<file path="src/hw/rwp_pkg.sv">
package rwp_pkg;

    // clock and timing
    localparam int REF_CLK_HZ = 50_000_000;
    localparam int CORE_CLK_HZ = 25_000_000;
    localparam int WAKE_MIN_CORE_CYCLES = 2;
    // wake request must stay low longer than 2 core periods; counted on the 50 MHz clock
    localparam int WAKE_HOLD_CYCLES = (WAKE_MIN_CORE_CYCLES * REF_CLK_HZ + CORE_CLK_HZ - 1) / CORE_CLK_HZ;
    // internal power-on reset stretch after the pin releases
    localparam int POR_STRETCH_CYCLES = 16;

    localparam int CNT_W = 8;
    localparam logic [CNT_W-1:0] WAKE_HOLD_CNT = CNT_W'(WAKE_HOLD_CYCLES);
    localparam logic [CNT_W-1:0] POR_STRETCH_CNT = CNT_W'(POR_STRETCH_CYCLES);

    // reset values
    localparam logic [1:0] SYNC_RST = 2'h0;
    localparam logic [1:0] SYNC_IDLE_HIGH = 2'h3;
    localparam logic [CNT_W-1:0] CNT_RST = 8'h00;

    typedef enum logic [1:0] {
        RWP_ST_RESET = 2'b00,
        RWP_ST_STRETCH = 2'b01,
        RWP_ST_LOAD = 2'b10,
        RWP_ST_RUN = 2'b11
    } rwp_state_t;

    // software-side view of one general purpose pin
    typedef struct packed {
        logic out_val;
        logic out_en;
    } rwp_gpio_ctl_t;

    // pin driver signals of one general purpose pin
    typedef struct packed {
        logic o;
        logic oe;
    } rwp_gpio_pad_t;

    typedef struct packed {
        rwp_state_t state;
        logic [1:0] rst_sync;
        logic [1:0] wake_sync;
        logic [1:0] gp1_sync;
        logic [1:0] gp2_sync;
        logic [CNT_W-1:0] por_cnt;
        logic [CNT_W-1:0] wake_cnt;
        logic wake_seen;
        logic sys_rst;
        logic load_start;
        logic wake_event;
        logic network_wake_ready;
        logic gp1_in;
        logic gp2_in;
        rwp_gpio_pad_t gp1_pad;
        rwp_gpio_pad_t gp2_pad;
    } rwp_regs_t;

endpackage

</file>
<file path="src/hw/rwp_reset_wake_pin_control.sv">
`timescale 1ns/10ps
// Contract
// RL1 - low chip reset pin resets everything; here wake filter, pin inputs and NETWORK_WAKE_READY keep state
// RL2 - pin feeds internal power-on reset generator
// RL3 - configuration load starts automatically after reset
// RL4 - wake source holds pin low over two periods
// RL5 - wake recognised only after sustained low
// RL6 - pin one is input after reset
// RL7 - pin one level sets wake-ready default
// RL8 - pin two usable as input or output
// RL9 - synchronise async pins, release reset synchronously
module rwp_reset_wake_pin_control (
    input wire logic REF_CLK,
    input wire logic RST,
    input wire logic RESET_LOW,
    input wire logic EXT_WAKE_REQUEST_LOW,
    input wire logic LOAD_DONE,
    input wire logic GPIO1_I,
    input wire logic GPIO2_I,
    input wire rwp_pkg::rwp_gpio_ctl_t GPIO1_CTL,
    input wire rwp_pkg::rwp_gpio_ctl_t GPIO2_CTL,
    output logic SYS_RST,
    output logic LOAD_START,
    output logic WAKE_EVENT,
    output logic NETWORK_WAKE_READY,
    output logic GPIO1_IN,
    output logic GPIO2_IN,
    output logic GPIO1_O,
    output logic GPIO1_OE,
    output logic GPIO2_O,
    output logic GPIO2_OE
);
    import rwp_pkg::*;

    ////////////////////////////////////////////////////////////////////////////
    // registered state and its next value
    rwp_regs_t r_reg;
    rwp_regs_t r_next;

    ////////////////////////////////////////////////////////////////////////////
    // decoded views of the registered state
    logic chip_pin_released;
    logic wake_pin_low;
    logic stretch_done;
    logic wake_held;
    logic wake_allowed;
    logic ready_level;
    logic [CNT_W-1:0] por_cnt_inc;
    logic [CNT_W-1:0] wake_cnt_inc;

    // pad requests from the software side
    rwp_gpio_pad_t gp1_drive;
    rwp_gpio_pad_t gp2_drive;

    // pin levels are only read from the second synchroniser stage
    assign chip_pin_released = r_reg.rst_sync[1]; // RL9
    assign wake_pin_low = !r_reg.wake_sync[1]; // RL9
    assign ready_level = r_reg.gp1_sync[1]; // RL7

    // counter steps and their end points
    assign por_cnt_inc = r_reg.por_cnt + 8'h01;
    assign wake_cnt_inc = r_reg.wake_cnt + 8'h01;
    assign stretch_done = (r_reg.por_cnt == POR_STRETCH_CNT - 8'h01);
    assign wake_held = (r_reg.wake_cnt >= WAKE_HOLD_CNT);

    // only one event per low period, none while the main reset is up
    assign wake_allowed = !r_reg.wake_seen && !r_reg.sys_rst;

    // software drive request of each general purpose pin
    assign gp1_drive = {GPIO1_CTL.out_val, GPIO1_CTL.out_en};
    assign gp2_drive = {GPIO2_CTL.out_val, GPIO2_CTL.out_en};

    ////////////////////////////////////////////////////////////////////////////
    // next-state logic
    always_comb begin
        r_next = r_reg;

        // shift each pin through its two-stage synchroniser
        r_next.rst_sync = {r_reg.rst_sync[0], RESET_LOW}; // RL9
        r_next.wake_sync = {r_reg.wake_sync[0], EXT_WAKE_REQUEST_LOW}; // RL9
        r_next.gp1_sync = {r_reg.gp1_sync[0], GPIO1_I};
        r_next.gp2_sync = {r_reg.gp2_sync[0], GPIO2_I};

        // the start and wake strobes last one cycle
        r_next.load_start = 1'b0;
        r_next.wake_event = 1'b0;

        // power-on reset sequencer
        unique case (r_reg.state)
            RWP_ST_RESET: begin
                // main reset held while the chip reset pin is low
                r_next.sys_rst = 1'b1;
                r_next.por_cnt = CNT_RST;
                if (chip_pin_released) begin
                    r_next.state = RWP_ST_STRETCH; // RL2
                end else begin
                    r_next.state = RWP_ST_RESET;
                end
            end

            RWP_ST_STRETCH: begin
                // main reset stays up for the whole stretch
                r_next.sys_rst = 1'b1;
                r_next.por_cnt = por_cnt_inc;
                if (stretch_done) begin
                    r_next.sys_rst = 1'b0; // RL9
                    r_next.load_start = 1'b1; // RL3
                    r_next.network_wake_ready = ready_level; // RL7
                    r_next.state = RWP_ST_LOAD;
                end else begin
                    r_next.state = RWP_ST_STRETCH;
                end
            end

            RWP_ST_LOAD: begin
                // wait for the configuration loader to finish
                r_next.sys_rst = 1'b0;
                if (LOAD_DONE) begin
                    r_next.state = RWP_ST_RUN;
                end else begin
                    r_next.state = RWP_ST_LOAD;
                end
            end

            RWP_ST_RUN: begin
                // normal operation until the chip reset pin falls
                r_next.sys_rst = 1'b0;
                r_next.state = RWP_ST_RUN;
            end
        endcase

        // wake filter: the low level must outlast the minimum hold
        if (!wake_pin_low) begin
            // a high pin restarts the filter
            r_next.wake_cnt = CNT_RST;
            r_next.wake_seen = 1'b0;
        end else if (!wake_held) begin
            // count cycles of sustained low
            r_next.wake_cnt = wake_cnt_inc;
        end else if (wake_allowed) begin
            // hold time exceeded: report once
            r_next.wake_event = 1'b1; // RL5
            r_next.wake_seen = 1'b1;
        end else begin
            // counter rests at its limit until the pin rises
            r_next.wake_cnt = r_reg.wake_cnt;
        end

        // synchronised pin levels for the software side
        r_next.gp1_in = r_reg.gp1_sync[1];
        r_next.gp2_in = r_reg.gp2_sync[1]; // RL8

        // pin one stays an input while the main reset is up
        if (r_reg.sys_rst) begin
            r_next.gp1_pad = '0; // RL6
        end else begin
            r_next.gp1_pad = gp1_drive;
        end

        // pin two follows software as input or output
        if (r_reg.sys_rst) begin
            r_next.gp2_pad = '0;
        end else begin
            r_next.gp2_pad = gp2_drive; // RL8
        end

        // a low chip reset pin overrides the whole sequence
        if (!chip_pin_released) begin
            r_next.state = RWP_ST_RESET; // RL1
            r_next.sys_rst = 1'b1;
            r_next.por_cnt = CNT_RST;
            r_next.load_start = 1'b0;
            r_next.gp1_pad = '0;
            r_next.gp2_pad = '0;
        end
    end

    ////////////////////////////////////////////////////////////////////////////
    // state register with synchronous reset
    always_ff @(posedge REF_CLK) begin
        if (RST) begin
            // everything clears, then the fields that rest elsewhere
            r_reg <= '0;
            r_reg.state <= RWP_ST_RESET;
            r_reg.sys_rst <= 1'b1;

            // chip pin counts as low until its synchroniser fills
            r_reg.rst_sync <= SYNC_RST;

            // wake pin rests high so no false wake follows reset
            r_reg.wake_sync <= SYNC_IDLE_HIGH;

            // general purpose pins and counters start from zero
            r_reg.gp1_sync <= SYNC_RST;
            r_reg.gp2_sync <= SYNC_RST;
            r_reg.por_cnt <= CNT_RST;
            r_reg.wake_cnt <= CNT_RST;
        end else begin
            r_reg <= r_next;
        end
    end

    ////////////////////////////////////////////////////////////////////////////
    // reset sequencer outputs straight from flops
    assign SYS_RST = r_reg.sys_rst;
    assign LOAD_START = r_reg.load_start;

    // wake outputs straight from flops
    assign WAKE_EVENT = r_reg.wake_event;
    assign NETWORK_WAKE_READY = r_reg.network_wake_ready;

    // synchronised pin levels
    assign GPIO1_IN = r_reg.gp1_in;
    assign GPIO2_IN = r_reg.gp2_in;

    // pin drivers, enable high while driving
    assign GPIO1_O = r_reg.gp1_pad.o;
    assign GPIO1_OE = r_reg.gp1_pad.oe;
    assign GPIO2_O = r_reg.gp2_pad.o;
    assign GPIO2_OE = r_reg.gp2_pad.oe;
endmodule

</file>
<file path="config.mk">
export PLATFORM = sky130hd
export DESIGN_NAME = rwp_reset_wake_pin_control
export DESIGN_NICKNAME = d
export VERILOG_FILES = /design/src/hw/rwp_pkg.sv /design/src/hw/rwp_reset_wake_pin_control.sv
export SDC_FILE = /design/constraint.sdc
export NUM_CORES = 1
export LEC_CHECK = 0
export BUFFER_PORTS_ARGS = -buffer_cell sky130_fd_sc_hd__buf_4
export CAP_MARGIN = 25
export CELL_PAD_IN_SITES_DETAIL_PLACEMENT = 2
export CELL_PAD_IN_SITES_GLOBAL_PLACEMENT = 2
export CORE_MARGIN = 2
export CORE_UTILIZATION = 34
export DETAILED_ROUTE_END_ITERATION = 8
export GPL_ROUTABILITY_DRIVEN = 0
export GPL_TIMING_DRIVEN = 0
export HOLD_SLACK_MARGIN = 0.03
export PLACE_DENSITY_LB_ADDON = 0.2
export SYNTH_ARGS = -nofsm -noshare
export SYNTH_HDL_FRONTEND = slang
export SYNTH_SLANG_ARGS = --single-unit
</file>
<file path="constraint.sdc">
create_clock -name REF_CLK -period 2.2 [get_ports REF_CLK]
set_clock_uncertainty 0.1 [all_clocks]
set_input_delay 0.11 -clock REF_CLK [delete_from_list [all_inputs] [get_ports REF_CLK]]
set_output_delay 0.11 -clock REF_CLK [all_outputs]
set_load 0.05 [all_outputs]
</file>
==> results list <==
- The run finished with clean final reports.
* Timing-limited maximum frequency: 0.582 GHz
- In the synthesized netlist, the number of instances is 120.
- After the last flow step, the layout net total stands at 171.
- The cell area that synthesis handed to floorplanning was 1270 um^2.
- # IOs: 21
- STA classifies the critical path endpoint as a flop.
- The worst setup path is launched from a flop.
- For the final routed database, the setup TNS stands at 0 ps.
- The via count of the first global-routing pass came to 1098.
* Cell variety after synth: 33
* Pre-Repair DR Iteration Count: 3
- Of all nets on the critical path, the largest fanout is 6.
- P_leak: 0.674 nW
* Cts bufs inserted: 5
- The root buffer cell chosen for the clock tree is sky130_fd_sc_hd__clkbuf_8.
* Die area: 4230 um^2
- Post-Place Cell Area: 1480 um^2
- Count of state elements after synthesis: 37
- For the worst setup path, the data arrival time is 1810 ps.
- In the final layout, the share of cells above drive strength 1 is 0.222.
- Clock latency on the worst-skew pair, taken at its later pin, is 290 ps.
* Highest ir drop seen on vdd: 0.000436 V
- Fin crit share: 0.780
* Max-slew headroom at the worst pin: 0.392
* Port bufs: 20
- Share of Yosys cell area claimed by the top area cell type: 0.585
- After routing the design area is 1700 um^2.
* Hold Crit Class: reg -> reg
- The Yosys step of the flow raised 0 warnings.
- Async set-or-reset flop fraction in the synthesized netlist: 0
- The number of antenna violations at the first check in global routing came to 0.
- In this run the power density over the cells is 793 nW/um^2.
* Max Transition Viols Final: 0
- Antenna Cells: 0
- Largest net degree at the start of global routing: 13
* Die outline width: 65.0 um
- After detailed routing, the average wire length per cell comes to 15.8 um.
- Remaining antenna violation count after routing: 0
- The floorplan has 22 rows.
- Post-layout minimum cycle time: 1720 ps
- The first routing iteration left 22 violations.
- Setup repair after global routing left no endpoint under its margin.
- In the global route stage, overall resource usage came out at 0.176.
- Required arrival time at the worst endpoint: 2290 ps
- In this run the deepest clock path goes through 2 buffers.
- Max FFs per register: 20
- Final Hold Vio Count: 0
- Clk slew on worst S/H paths: 70 ps
- Y dimension of the die: 65.0 um
- Synthesis-to-layout area growth: 34.0%
- Along the worst hold path, the cell count comes to 1.
- Clock tree from TritonCTS: done
- Across the run, the number of max-cap violations was 0.
- Effective utilization at floorplan: 0.348
- DPL Wire Length: 2020 um
- For the pin with the worst max-slew slack, the measured transition is 903 ps.
* Detailed-route wire length: 3250 um
* Sequential fraction of the synthesis area: 0.585
- DRC violation count after routing: 0
* Via density: 4.78
* Total grt overflow: 0
- Net count after synthesis: 134
- Number of enable-type register cells in the synthesized netlist: 0
- Global-route wire length before repair: 5430 um
* Clock sink count: 37
- Final setup violating endpoints: 0
* Start-to-end type of the worst setup path: reg -> reg
- A synthesized cell averages 10.6 um^2.
- CTS built an H-tree with a depth of 2.
- Total via count after detailed routing: 984
- Counting cells, the worst reg-to-reg path comes to 3.
- Area leader, netlist: sky130_fd_sc_hd__dfxtp_1
- The core region is 3630 um^2.
* Flip-flop cell with the highest count after synthesis: sky130_fd_sc_hd__dfxtp_1
- After synthesis, the cell types taking the most area are sky130_fd_sc_hd__dfxtp_1 58%, sky130_fd_sc_hd__nor2b_1 5.4%, sky130_fd_sc_hd__and2_1 4.4%.
-- cell families after synthesis --
family                     count (synthesis)  share of synthesized area
and+or+nand+nor                           53                      0.256
DFF                                       37                      0.585
AOI/OAI and AO/OA                         19                     0.0880
buffers and inverters                      4                     0.0119
xor gates and xnor gates                   3                     0.0208
adders and majority gates                  3                     0.0296
muxes                                      1                    0.00889
-- repair_timing --
item	4_1_cts	5_1_grt
resized for setup	0	0
hold buffers	10	0
hold endpoints to repair	10	0
setup buffers	0	0
-- placed cells by master, fill, tap and decap left out, drive strengths merged, types with 2 or more instances in the layout --
cell type    count
nand2b           2
a21oi            8
buf             20
clkbuf           8
o21ai            4
a21o             3
nor3             3
nor2             8
nand3            4
nor2b           11
and2             9
dlygate4sd3     10
xor2             2
inv              2
ha               3
dfxtp           37
nor3b            2
or3              3
or2              4
-- synthesized netlist by cell type (all sizes together) (3+ instances only) --
cell / instances
dfxtp: 37
o21ai: 4
a21oi: 8
and2: 9
ha: 3
or2: 4
nor3: 3
or3: 3
nand3: 4
nor2: 8
nor2b: 11
a21o: 3
-- layout make-up --
type / instances / area, um^2
Fill cell: 386 / 1940
Buffer: 2 / 7.51
Multi-Input combinational cell: 79 / 510
Tap cell: 48 / 60.1
Timing Repair Buffer: 30 / 250
Inverter: 2 / 7.51
Clock inverter: 2 / 37.5
Sequential cell: 37 / 741
Clock buffer: 6 / 82.6
-- worst paths after layout --
check,to,slack [ps],startpoint
setup reg to reg,r_reg[10],480,r_reg[13]
hold reg to reg,WAKE_EVENT,330,r_reg[10]
hold / removal,WAKE_EVENT,330,r_reg[10]
setup / recovery,r_reg[10],480,r_reg[13]
-- critical path, cell delays in order (launching register included) --
cell	delay, ps
sky130_fd_sc_hd__dfxtp_1	310
sky130_fd_sc_hd__nor4_1	780
sky130_fd_sc_hd__a21oi_1	210
sky130_fd_sc_hd__o21a_1	210
-- power breakdown --
| part | internal (mW) | switching (mW) |
|---|---|---|
| Clock | 0.368 | 0.243 |
| Sequential | 0.678 | 0.00361 |
| Combinational | 0.0309 | 0.0206 |
| Total | 1.08 | 0.268 |
-- per-stage QoR --
stage	utilization	std cells	hold WS (ps)	worst slack, ps	power (mW)
2_1_floorplan	-	120	91.0	656	0.712
3_3_place_gp	0.406	188	196	552	0.730
3_5_place_dp	0.406	188	207	504	0.732
4_1_cts	0.467	206	328	459	1.36
5_1_grt	0.467	206	348	326	1.40
6_report	0.467	206	331	483	1.35
-- routing by layer --
| metal | up-vias | part of all wire | track usage |
|---|---|---|---|
| li1 | 480 | - | - |
| met1 | 479 | 0.40 | 0.186 |
| met2 | 23 | 0.53 | 0.320 |
| met3 | 2 | 0.056 | 0.0712 |
| met4 | 0 | 0.0055 | 0.0547 |
| met5 | - | 0 | 0 |
Note: power is estimated with default switching activity, not from simulation.
